### src/include/dataway_pkg.sv
// Constants, command codes and states shared by the dataway status block.
// Assumes a 20 MHz system clock and dataway pins that are asynchronous.
package dataway_pkg;

   // Clock and look-at-me delay.
   localparam int CLK_PERIOD_NS    = 50;
   localparam int LAM_DELAY_NS     = 1000;
   localparam int LAM_DELAY_CYCLES =
      (LAM_DELAY_NS + CLK_PERIOD_NS - 1) / CLK_PERIOD_NS;
   localparam int DELAY_W          = 5;

   // Dataway field widths.
   localparam int FUNC_W  = 5;
   localparam int SUB_W   = 4;
   localparam int DATA_W  = 16;
   localparam int COUNT_W = 24;

   // Function codes and subaddresses of the supported commands.
   localparam logic [4:0] FUNC_READ     = 5'h00;
   localparam logic [4:0] FUNC_TEST_LAM = 5'h08;
   localparam logic [4:0] FUNC_RESET    = 5'h09;
   localparam logic [4:0] FUNC_CLR_LAM  = 5'h0a;
   localparam logic [4:0] FUNC_DIS_LAM  = 5'h18;
   localparam logic [4:0] FUNC_ENA_LAM  = 5'h1a;
   localparam logic [3:0] SUB_REG_ONE   = 4'h0;
   localparam logic [3:0] SUB_REG_TWO   = 4'h1;
   localparam logic [3:0] SUB_REG_THREE = 4'h2;
   localparam logic [3:0] SUB_CONTROL   = 4'h0;
   localparam logic [3:0] SUB_BOARD     = 4'hf;

   // Positions in the synchronised pin vector.
   localparam int PIN_SUB    = 0;
   localparam int PIN_FUNC   = 4;
   localparam int PIN_STRAPL = 9;
   localparam int PIN_STRAPH = 10;
   localparam int PIN_INIT   = 11;
   localparam int PIN_STROBE = 12;
   localparam int PIN_STN    = 13;
   localparam int PIN_W      = 14;

   // Field positions in the first status register.
   localparam int SR1_SAMPLE_LSB   = 12;
   localparam int SR1_FAST_LSB     = 8;
   localparam int SR1_INTERVAL_LSB = 0;

   // Values after reset.
   localparam logic [15:0] DATA_RESET = 16'h0000;
   localparam logic        MASK_RESET = 1'b0;

   typedef enum logic [3:0] {
      CMD_NONE    = 4'h0,
      CMD_READ1   = 4'h1,
      CMD_READ2   = 4'h2,
      CMD_READ3   = 4'h3,
      CMD_TEST    = 4'h4,
      CMD_RESET   = 4'h5,
      CMD_CLR_LAM = 4'h6,
      CMD_DIS_LAM = 4'h7,
      CMD_ENA_LAM = 4'h8
   } cmd_t;

   typedef enum logic [0:0] {
      ST_IDLE = 1'b0,
      ST_HOLD = 1'b1
   } lam_state_t;

endpackage

### src/include/dataway_cmd_if.sv
// Decoded dataway commands passed from the pin decoder to the core.
// Assumes both ends run on the same system clock.
`timescale 1ns/1ps
interface dataway_cmd_if;
   import dataway_pkg::*;
   logic cmd_valid;
   cmd_t cmd;
   logic strobe_active;
   logic init_active;
   logic strap_high;
   logic strap_low;

   modport decoder (
      output cmd_valid,
      output cmd,
      output strobe_active,
      output init_active,
      output strap_high,
      output strap_low
   );

   modport core (
      input cmd_valid,
      input cmd,
      input strobe_active,
      input init_active,
      input strap_high,
      input strap_low
   );
endinterface

### src/verilog/camac_status_lam_interface.sv
// Dataway status registers, look-at-me logic and Q/X answers.
// Assumes event and count inputs come from logic on the same clock.
//
// How it works
// Each command is recognised from function code and subaddress together.
// Function zero reads a status register chosen by subaddress 0, 1 or 2.
// Look-at-me is raised one microsecond after each event that arrives while no hold is running.
// Look-at-me holds until cleared; reading register one or two clears it.
// The clear look-at-me command clears the pending request.
// Board reset clears the pending request.
// The dataway look-at-me line follows the request only when enabled.
// Board reset or the disable command masks the request.
// The enable command unmasks the request.
// Register three shows request in bit 0 and enable in bit 1.
// Test look-at-me reports request AND enable.
// Register one bits 15 to 12 hold the latched sample clock count.
// Register one bit 11 always reads zero.
// Register one bits 10 to 8 hold the latched fast clock count.
// Register one low byte holds interval count bits 23 to 16.
// Register two holds interval count bits 15 to 0.
// Register three bit 4 shows first event seen; bits 7 to 5 zero.
// Register three bits 3 and 2 show the high and low straps.
// Reset command and initialise signal Z both reset the whole board.
// Every recognised command answers with Q and X.
// Fitted strap reads 0; strap pair selects the sample clock rate.
// The interval counter stays disabled until the first event.
// The controller reads interval data before the next event overwrites it.
// Unrecognised commands give no Q, no X and change nothing.
// Reading register three leaves request and mask unchanged.
`timescale 1ns/1ps
module camac_status_lam_interface
(
   // Clock and reset.
   input  wire logic                              clk_in,
   input  wire logic                              rst_b_in,
   // Dataway command pins.
   input  wire logic                              station_n_in,
   input  wire logic                              strobe_in,
   input  wire logic                              init_z_in,
   input  wire logic [dataway_pkg::FUNC_W-1:0]    func_in,
   input  wire logic [dataway_pkg::SUB_W-1:0]     sub_in,
   // Dataway answer pins.
   output logic      [dataway_pkg::DATA_W-1:0]    read_data_out,
   output logic                                   q_out,
   output logic                                   x_out,
   output logic                                   lam_out,
   // Frequency straps.
   input  wire logic                              freq_strap_high_in,
   input  wire logic                              freq_strap_low_in,
   // Counter side.
   input  wire logic                              event_in,
   input  wire logic [3:0]                        sample_count_in,
   input  wire logic [2:0]                        fast_count_in,
   input  wire logic [dataway_pkg::COUNT_W-1:0]   interval_count_in,
   output logic                                   interval_enable_out,
   output logic                                   board_reset_out,
   output logic      [1:0]                        freq_select_out
);
   import dataway_pkg::*;

   dataway_cmd_if cmd_if ();

   logic [PIN_W-1:0] pins;

   assign pins = {station_n_in, strobe_in, init_z_in, freq_strap_high_in,
                  freq_strap_low_in, func_in, sub_in};

   dataway_decoder u_decoder
   (
      .clk_in   (clk_in),
      .rst_b_in (rst_b_in),
      .pins_in  (pins),
      .cmd_if   (cmd_if.decoder)
   );

   // Look-at-me and mask state.
   logic                      lam_reg, lam_next;
   logic                      mask_en_reg, mask_en_next;
   logic                      first_reg, first_next;
   lam_state_t                state_reg, state_next;
   logic [DELAY_W-1:0]        delay_reg, delay_next;

   // Latched measurements.
   logic [DATA_W-1:0]         sr1_reg, sr1_next;
   logic [DATA_W-1:0]         sr2_reg, sr2_next;

   // Dataway answers and counter-side outputs.
   logic [DATA_W-1:0]         rdata_reg, rdata_next;
   logic                      q_reg, q_next;
   logic                      x_reg, x_next;
   logic                      lam_line_reg, lam_line_next;
   logic                      brst_reg, brst_next;
   logic                      ien_reg, ien_next;
   logic [1:0]                freq_reg, freq_next;

   logic                      board_reset;
   logic                      latch_now;
   logic                      read_clear;
   logic [7:0]                sr3;

   always_comb
   begin
      board_reset = (cmd_if.cmd_valid && cmd_if.cmd == CMD_RESET)
                    || cmd_if.init_active;
      latch_now   = (state_reg == ST_HOLD) && (delay_reg == '0);
      read_clear  = cmd_if.cmd_valid
                    && (cmd_if.cmd == CMD_READ1
                        || cmd_if.cmd == CMD_READ2);
      sr3 = {3'h0, first_reg, cmd_if.strap_high, cmd_if.strap_low,
             mask_en_reg, lam_reg};

      state_next   = state_reg;
      delay_next   = delay_reg;
      first_next   = first_reg;
      lam_next     = lam_reg;
      mask_en_next = mask_en_reg;
      sr1_next     = sr1_reg;
      sr2_next     = sr2_reg;

      // Event timing: hold the interval counter for one microsecond.
      unique case (state_reg)
         ST_IDLE:
         begin
            if (event_in)
            begin
               state_next = ST_HOLD;
               delay_next = DELAY_W'(LAM_DELAY_CYCLES - 1);
               first_next = 1'b1;
            end
         end
         ST_HOLD:
         begin
            if (delay_reg == '0)
            begin
               state_next = ST_IDLE;
            end
            else
            begin
               delay_next = delay_reg - DELAY_W'(1);
            end
         end
      endcase

      // Mask commands.
      if (cmd_if.cmd_valid && cmd_if.cmd == CMD_DIS_LAM)
      begin
         mask_en_next = 1'b0;
      end
      if (cmd_if.cmd_valid && cmd_if.cmd == CMD_ENA_LAM)
      begin
         mask_en_next = 1'b1;
      end

      // Clears first, so a simultaneous latch still raises the request.
      if (read_clear || (cmd_if.cmd_valid && cmd_if.cmd == CMD_CLR_LAM))
      begin
         lam_next = 1'b0;
      end
      if (latch_now)
      begin
         lam_next = 1'b1;
         sr1_next = {sample_count_in, 1'b0, fast_count_in,
                     interval_count_in[23:16]};
         sr2_next = interval_count_in[15:0];
      end

      if (board_reset)
      begin
         state_next   = ST_IDLE;
         delay_next   = '0;
         first_next   = 1'b0;
         lam_next     = 1'b0;
         mask_en_next = MASK_RESET;
         sr1_next     = DATA_RESET;
         sr2_next     = DATA_RESET;
      end
   end

   always_ff @(posedge clk_in or negedge rst_b_in)
   begin
      if (!rst_b_in)
      begin
         state_reg   <= ST_IDLE;
         delay_reg   <= '0;
         first_reg   <= 1'b0;
         lam_reg     <= 1'b0;
         mask_en_reg <= MASK_RESET;
         sr1_reg     <= DATA_RESET;
         sr2_reg     <= DATA_RESET;
      end
      else
      begin
         state_reg   <= state_next;
         delay_reg   <= delay_next;
         first_reg   <= first_next;
         lam_reg     <= lam_next;
         mask_en_reg <= mask_en_next;
         sr1_reg     <= sr1_next;
         sr2_reg     <= sr2_next;
      end
   end

   // Answers to the dataway, held while the strobe stays active.
   always_comb
   begin
      rdata_next = rdata_reg;
      q_next     = q_reg;
      x_next     = x_reg;
      if (!cmd_if.strobe_active)
      begin
         rdata_next = DATA_RESET;
         q_next     = 1'b0;
         x_next     = 1'b0;
      end
      if (cmd_if.cmd_valid)
      begin
         q_next = 1'b1;
         x_next = 1'b1;
         unique case (cmd_if.cmd)
            CMD_READ1: rdata_next = sr1_reg;
            CMD_READ2: rdata_next = sr2_reg;
            CMD_READ3: rdata_next = {8'h00, sr3};
            CMD_TEST:  rdata_next = {15'h0000,
                                     lam_reg & mask_en_reg};
            default:   rdata_next = DATA_RESET;
         endcase
      end
      lam_line_next = lam_next & mask_en_next;
      brst_next     = board_reset;
      ien_next      = first_next && (state_next == ST_IDLE);
      freq_next     = {cmd_if.strap_high, cmd_if.strap_low};
   end

   always_ff @(posedge clk_in or negedge rst_b_in)
   begin
      if (!rst_b_in)
      begin
         rdata_reg    <= DATA_RESET;
         q_reg        <= 1'b0;
         x_reg        <= 1'b0;
         lam_line_reg <= 1'b0;
         brst_reg     <= 1'b0;
         ien_reg      <= 1'b0;
         freq_reg     <= 2'h0;
      end
      else
      begin
         rdata_reg    <= rdata_next;
         q_reg        <= q_next;
         x_reg        <= x_next;
         lam_line_reg <= lam_line_next;
         brst_reg     <= brst_next;
         ien_reg      <= ien_next;
         freq_reg     <= freq_next;
      end
   end

   assign read_data_out       = rdata_reg;
   assign q_out               = q_reg;
   assign x_out               = x_reg;
   assign lam_out             = lam_line_reg;
   assign board_reset_out     = brst_reg;
   assign interval_enable_out = ien_reg;
   assign freq_select_out     = freq_reg;

endmodule // camac_status_lam_interface

### src/verilog/dataway_decoder.sv
// Synchronises the dataway pins and decodes commands into one-cycle pulses.
// Assumes function and subaddress settle before the strobe rises.
`timescale 1ns/1ps
module dataway_decoder
(
   // Clock and reset.
   input  wire logic                      clk_in,
   input  wire logic                      rst_b_in,
   // Raw pins.
   input  wire logic [dataway_pkg::PIN_W-1:0] pins_in,
   // Decoded commands.
   dataway_cmd_if.decoder                 cmd_if
);
   import dataway_pkg::*;

   logic [PIN_W-1:0] s1_reg, s2_reg, s3_reg, filt_reg, filt_next;
   logic             strobe_prev_reg, strobe_now;
   logic             valid_reg, valid_next;
   cmd_t             cmd_reg, cmd_next;

   function automatic cmd_t decode_cmd(input logic [FUNC_W-1:0] f,
                                       input logic [SUB_W-1:0]  a);
      cmd_t c;
      c = CMD_NONE;
      if (f == FUNC_READ && a == SUB_REG_ONE)       c = CMD_READ1;
      if (f == FUNC_READ && a == SUB_REG_TWO)       c = CMD_READ2;
      if (f == FUNC_READ && a == SUB_REG_THREE)     c = CMD_READ3;
      if (f == FUNC_TEST_LAM && a == SUB_BOARD)     c = CMD_TEST;
      if (f == FUNC_RESET && a == SUB_BOARD)        c = CMD_RESET;
      if (f == FUNC_CLR_LAM && a == SUB_CONTROL)    c = CMD_CLR_LAM;
      if (f == FUNC_DIS_LAM && a == SUB_CONTROL)    c = CMD_DIS_LAM;
      if (f == FUNC_ENA_LAM && a == SUB_CONTROL)    c = CMD_ENA_LAM;
      return c;
   endfunction

   always_comb
   begin
      for (int i = 0; i < PIN_W; i++)
      begin
         filt_next[i] = (s2_reg[i] == s3_reg[i]) ? s3_reg[i] : filt_reg[i];
      end
      strobe_now = filt_reg[PIN_STROBE] & filt_reg[PIN_STN];
      valid_next = 1'b0;
      cmd_next   = CMD_NONE;
      if (strobe_now && !strobe_prev_reg)
      begin
         cmd_next   = decode_cmd(filt_reg[PIN_FUNC +: FUNC_W],
                                 filt_reg[PIN_SUB +: SUB_W]);
         valid_next = (cmd_next != CMD_NONE);
      end
   end

   always_ff @(posedge clk_in or negedge rst_b_in)
   begin
      if (!rst_b_in)
      begin
         s1_reg          <= '0;
         s2_reg          <= '0;
         s3_reg          <= '0;
         filt_reg        <= '0;
         strobe_prev_reg <= 1'b0;
         valid_reg       <= 1'b0;
         cmd_reg         <= CMD_NONE;
      end
      else
      begin
         s1_reg          <= pins_in;
         s2_reg          <= s1_reg;
         s3_reg          <= s2_reg;
         filt_reg        <= filt_next;
         strobe_prev_reg <= strobe_now;
         valid_reg       <= valid_next;
         cmd_reg         <= cmd_next;
      end
   end

   assign cmd_if.cmd_valid     = valid_reg;
   assign cmd_if.cmd           = cmd_reg;
   assign cmd_if.strobe_active = strobe_prev_reg;
   assign cmd_if.init_active   = filt_reg[PIN_INIT];
   assign cmd_if.strap_high    = filt_reg[PIN_STRAPH];
   assign cmd_if.strap_low     = filt_reg[PIN_STRAPL];

endmodule // dataway_decoder

### config.mk
export PLATFORM = sky130hd
export DESIGN_NAME = camac_status_lam_interface
export DESIGN_NICKNAME = d
export VERILOG_FILES = /design/src/include/dataway_pkg.sv /design/src/include/dataway_cmd_if.sv /design/src/verilog/camac_status_lam_interface.sv /design/src/verilog/dataway_decoder.sv
export SDC_FILE = /design/constraint.sdc
export NUM_CORES = 1
export LEC_CHECK = 0
export ABC_AREA = 1
export BUFFER_PORTS_ARGS = -buffer_cell sky130_fd_sc_hd__buf_2
export CORE_ASPECT_RATIO = 1.4
export CORE_UTILIZATION = 39
export CTS_CLUSTER_DIAMETER = 120
export CTS_CLUSTER_SIZE = 40
export DETAILED_ROUTE_END_ITERATION = 6
export PLACE_DENSITY = 0.62
export SYNTH_ARGS = -nofsm -noshare
export SYNTH_HDL_FRONTEND = slang
export SYNTH_HIERARCHICAL = 1
export SYNTH_SLANG_ARGS = --single-unit
### constraint.sdc
create_clock -name clk_in -period 2.7 [get_ports clk_in]
set_input_delay 0.405 -clock clk_in [delete_from_list [all_inputs] [get_ports clk_in]]
set_output_delay 0.405 -clock clk_in [all_outputs]
set_load 0.1 [all_outputs]
==> flow_summary.toml, run 1 <==
[critical_path]
cp_max_fo = 31
worst_path_most_repeated_cell = "nand2_1"
critical_path_class = "register to register"
cp-end-kind = "register"
start_kind = "register"
slowest_delay_ns = 0.60
worstPathCellList = "inv_1 -> ha_1 -> nand4_2 -> nor2_4 -> nand2_1 -> nand2_1"
worstPathRequired_ns = 3.04
worstPathArrival_ns = 2.18
r2r_cells = 6
crit_path_top_delay_cell = "nor2_4"

[route]
drc = 0
vias_per_cell = 4.55
drt-pass1-iter-count = 4
num_vias = 3316
ant_nets = 0
drtIter0Drc = 136
drt-total-wl_um = 9360
avgRoutedWirePerCell_um = 12.8

[synth]
synth_seq_cells = 124
synth_top_cell_by_area = "dfrtp_1"
synth_most_common_cell = "nand2_1"
ys_seq_area_share_pct = 65.5
syn_inst = 489
synth_commonest_cells = "235 x nand2_1, 124 x dfrtp_1, 26 x inv_1"
synth_warnings = 6
synth_top_area_share_pct = 65.5
syn_nets = 538
synth.area.top_cells = "dfrtp_1 65%, nand2_1 19%, maj3_1 3.0%, inv_1 2.1%, nor2_1 2.0%"
syn-cell-area_mm2 = 0.00474
synth_cell_type_count = 24
syn_avg_cell_area_um2 = 9.69
ys_async_sr_fraction_pct = 100
synth_flop_cell = "dfrtp_1"
synth-edff-count = 0

[layout]
antenna-diode-count = 0
fillers = 1066
regArea_mm2 = 0.00310
fin_nets = 618
area_growth_pct = 23.2
multi_input_area_mm2 = 0.00142
drive_above_1_share_pct = 22.0

[placement]
hpwl_um = 6120
portBuffers = 70
routabilityCongestion = 0.817
dp_slack_ns = 0.872

[floorplanning]
top_level_ports = 71
num_rows = 47
dieArea_mm2 = 0.0126
die_h_um = 132
fp.coreArea_mm2 = 0.0118
initial_utilization_pct = 40.1
die_width_um = 95.2

[sta]
fin_hold_ws_ns = 0.0116
rsz0062_at_grt = "false"
worst_pin_slew_ns = 0.802
finalMaxSlewViolations = 0
setup_viol = 0
finalCritPeriodShare_pct = 68.2
layout_setup_ws_ns = 0.857
skew_ns = 0.00758
final-hold-violation-count = 0
setup_tns_ns = 0
slew-limit-headroom_pct = 46.5
max_freq_mhz = 543
period_needed_ns = 1.84

[clocking]
htreeDepth = 4
cts_setup_buffers = 0
hold_buffers = 0
cts.path.max_buffers = 2
cts_sinks = 124
clk_pin_slew_ns = 0.06
numCtsBuffers = 17
cts-resized-gates = 0
root_buffer = "clkbuf_16"
cts_tree = "done"
insertion_delay_ns = 0.41

[global_routing]
overflow = 0
grt_pass1_vias = 3515
antenna_found_initial = 0
grt_first_pass_wirelength_um = 16100
grt_max_degree = 51
grt_usage_pct = 16.7

[status]
status = "finished, final reports clean"

[power_and_ir_drop]
peakVddDrop_mv = 0.352
p_leak_nw = 3.19
p_per_area_mw_per_mm2 = 837

[worst_hold_path]
min_path_type = "primary input to async pin"

[job]
cap_violations = 0
==> cells by family after synthesis <==
family	count (synthesis)	share of synthesized area [%]
DFF	124	65.5
adders and majority gates	15	3.22
AOI/OAI and AO/OA	9	1.24
buffers and inverters	44	4.59
and+or+nand+nor	296	25.3
xor gates and xnor gates	1	0.185
==> cells in the final DEF, fill, tap and decap left out <==
master and count:
o21ai_0 5, buf_4 4, clkinv_2 1, clkinv_4 4, o21bai_4 1, nand3_2 1, buf_2 69, nand2_2 3
inv_2 5, maj3_1 14, xnor2_1 1, nor2_2 9, inv_8 1, ha_1 1, nand4_1 2, nand4_2 1
a21oi_1 3, nor3_1 2, clkbuf_8 1, bufinv_16 3, inv_1 26, buf_12 1, nand2_1 235, nand3_1 16
clkbuf_16 17, nor2_1 25, dfrtp_1 124, clkinvlp_4 1, inv_6 4, nor2_4 2
==> through the flow <==
stage	cells	total power [mW]	area (µm²)	utilization, %
global placement	697	2.54	5220	44.1
CTS	729	4.96	5840	49.4
finish	729	4.89	5840	49.4
global route	729	5.12	5840	49.4
floorplan	489	2.43	4740	-
detailed placement	697	2.56	5220	44.1
==> metal layers <==
metal | wire length (µm) | part of all wire (%) | track usage (%)
met1 | 4030 | 43 | 19.3
met2 | 4830 | 52 | 28.5
met3 | 417 | 4.5 | 5.34
met4 | 80 | 0.85 | 6.06
met5 | 0 | 0 | 0
==> worst paths after layout <==
kind | start | to | slack [ns]
setup / recovery | delay_reg[0] | sr1_reg[0] | 0.86
hold / removal | rst_b_in | read_data_out[12] | 0.01
setup reg to reg | delay_reg[0] | sr1_reg[0] | 0.86
hold reg to reg | u_decoder/s1_reg[10] | u_decoder/s2_reg[10] | 0.35
max in group asynchronous | rst_b_in | board_reset_out | 1.87
min in group clk_in | sub_in[1] | u_decoder/s1_reg[1] | 0.10
==> where the power goes <==
part           internal (mW)  switching, mW
combinational          0.139          0.294
clock                   1.50          0.866
sequential              2.00         0.0914
==> layout make-up <==
class                   instances  area share [%]
clock buffers                  18            7.52
flip-flops and latches        124            53.1
inverters                      31            1.99
well taps                     147            3.15
repair buffers                 74            6.77
clock inverters                14            3.15
multi-input cells             321            24.3
==> critical path: cells and delay by family, from the launching register on <==
family	cells	cell delay, ns
adder cells (fa/ha/maj)	1	0.24
AND/OR/NAND/NOR	4	1.02
buffers and inverters	1	0.10
flip-flops	1	0.39
(Power assumes the default switching activity.)
==> run 2, diff against run 1 <==
==> constraint.sdc (replaced) <==
create_clock -name clk_in -period 1.8 [get_ports clk_in]
set_input_delay 0.27 -clock clk_in [delete_from_list [all_inputs] [get_ports clk_in]]
set_output_delay 0.27 -clock clk_in [all_outputs]
set_load 0.1 [all_outputs]
==> run 2 against run 1 <==
Clock skew decreased by 0.0020 ns. Global-route usage decreased by 0.078 points. Critical path depth increased by 1. Final area increased by 3.7%. Utilization increased by 1.9 points. Maximum frequency increased by 14%. Register-to-register slack got worse by 0.68 ns. Clock power increased by 56%. Count of clock-buffer cells in the layout unchanged. Sequential share of layout area decreased by 1.9 points. Largest power group unchanged. Highest routed layer unchanged.
==> flow_summary.toml, run 2 (synthesis gave the netlist of run 1 again) <==
[sta]
finalMaxSlewViolations = 0
worst_pin_slew_ns = 0.687
period_needed_ns = 1.62
setup_viol = 0
skew_ns = 0.00560
slew-limit-headroom_pct = 54.2
setup_tns_ns = 0
final-hold-violation-count = 0
layout_setup_ws_ns = 0.181
rsz0062_at_grt = "false"
finalCritPeriodShare_pct = 89.9
max_freq_mhz = 618

[layout]
fin_nets = 637
fillers = 1061
final_common_cell = "nand2_1"
area_growth_pct = 27.9
regArea_mm2 = 0.00310
final_cell_mix = "235 x nand2_1, 124 x dfrtp_1, 69 x buf_2"
drive_above_1_share_pct = 22.0
multi_input_area_mm2 = 0.00143
antenna-diode-count = 0

[worst_hold_path]
min_path_type = "primary input to register"
hp-start = "fast_count_in[2]"

[route]
avgRoutedWirePerCell_um = 12.6
drc = 0
drtIter0Drc = 125
drt-total-wl_um = 9440
drt-pass1-iter-count = 4
ant_nets = 0
vias_per_cell = 4.64
num_vias = 3469

[global_routing]
grt_max_degree = 125
grt_pass1_vias = 3593
overflow = 0
antenna_found_initial = 0
grt_first_pass_wirelength_um = 16000
grt_usage_pct = 16.6

[critical_path]
worstPathRequired_ns = 2.14
critical_path_class = "register to register"
cp_top_family = "simple AND/OR/NAND/NOR gates"
worstPathArrival_ns = 1.96
worst-path-buf-inv = 2
worst_path_most_repeated_cell = "nand2_1"
start_kind = "register"
crit_path_top_delay_cell = "dfrtp_1"
cp_max_fo = 24
worstPathCellList = "inv_1 -> ha_1 -> nand4_2 -> nor2_4 -> buf_12 -> nand2_1 -> nand2_1"
cp-end-kind = "register"
r2r-start = "delay_reg[0]"
slowest_delay_ns = 0.39
startpoint = "delay_reg[0]"

[status]
status = "finished, final reports clean"

[power_and_ir_drop]
peakVddDrop_mv = 0.584
p_per_area_mw_per_mm2 = 1240
p_leak_nw = 3.28

[clocking]
cts_sinks = 124
clk_pin_slew_ns = 0.06
htreeDepth = 4
root_buffer = "clkbuf_16"
cts_setup_buffers = 0
insertion_delay_ns = 0.41
cts.path.max_buffers = 2
cts_tree = "done"
numCtsBuffers = 17

[placement]
dp_slack_ns = 0.0119
routabilityCongestion = 0.794
hpwl_um = 6190
portBuffers = 70

[floorplanning]
die_width_um = 95.2
fp.coreArea_mm2 = 0.0118
die_h_um = 132
top_level_ports = 71
initial_utilization_pct = 40.1
dieArea_mm2 = 0.0126
num_rows = 47

[job]
cap_violations = 0
## run 2: final timing paths
| path | end | slack [ns] | cells after the start |
|---|---|---|---|
| min in group asynchronous | read_data_out[12] | 0.47 | 3 |
| max in group asynchronous | u_decoder/filt_reg[0] | 0.78 | 3 |
| min | sr1_reg[10] | 0.06 | 3 |
| min reg2reg | u_decoder/s2_reg[13] | 0.35 | 0 |
| max | sr2_reg[10] | 0.18 | 7 |
| max reg2reg | sr2_reg[10] | 0.18 | 7 |
## run 2: worst reg2reg max path, delay by kind of cell (launching register included)
| family | cells | cell delay, ns |
|---|---|---|
| DFF | 1 | 0.39 |
| and+or+nand+nor | 4 | 0.64 |
| adders and majority gates | 1 | 0.24 |
| buffers and inverters | 2 | 0.30 |
## run 2: routing by layer
layer,track usage [%],part of all wire [%],up-vias
li1,-,-,1700
met1,18.9,42,1679
met2,28.5,52,74
met3,4.25,4.5,16
met4,8.16,1.8,0
met5,0,0,-
## run 2: metrics by stage
| step | cells | power (mW) | area [µm²] | hold WS (ns) | util [%] |
|---|---|---|---|---|---|
| 2_1_floorplan | 489 | 3.64 | 4740 | -0.0256 | - |
| 3_3_place_gp | 700 | 3.83 | 5250 | 0.332 | 44.4 |
| 3_5_place_dp | 700 | 3.86 | 5250 | 0.335 | 44.4 |
| 4_1_cts | 747 | 7.59 | 6050 | 0.0525 | 51.2 |
| 5_1_grt | 748 | 7.86 | 6060 | 0.0503 | 51.3 |
| 6_report | 748 | 7.52 | 6060 | 0.0639 | 51.3 |
## run 2: cell type report
cell class | count | share of cell area [%]
multi-input combinational | 322 | 23.6
clock buffer | 18 | 7.25
sequential | 124 | 51.2
timing repair buffer | 92 | 9.58
inverter | 31 | 1.92
clock inverter | 14 | 3.41
tap | 147 | 3.04
## run 2: timing repair
action | in CTS | in global routing
setup endpoints to repair | 0 | 31
hold buffers | 15 | 0
endpoints found under the hold margin | 54 | 0
gates resized for setup | 0 | 1
## run 2: report_power, final
group	internal (mW)	total, mW	switching (mW)
clock network	2.39	3.68	1.29
registers	3.00	3.15	0.143
logic	0.241	0.694	0.453
total	5.63	7.52	1.89
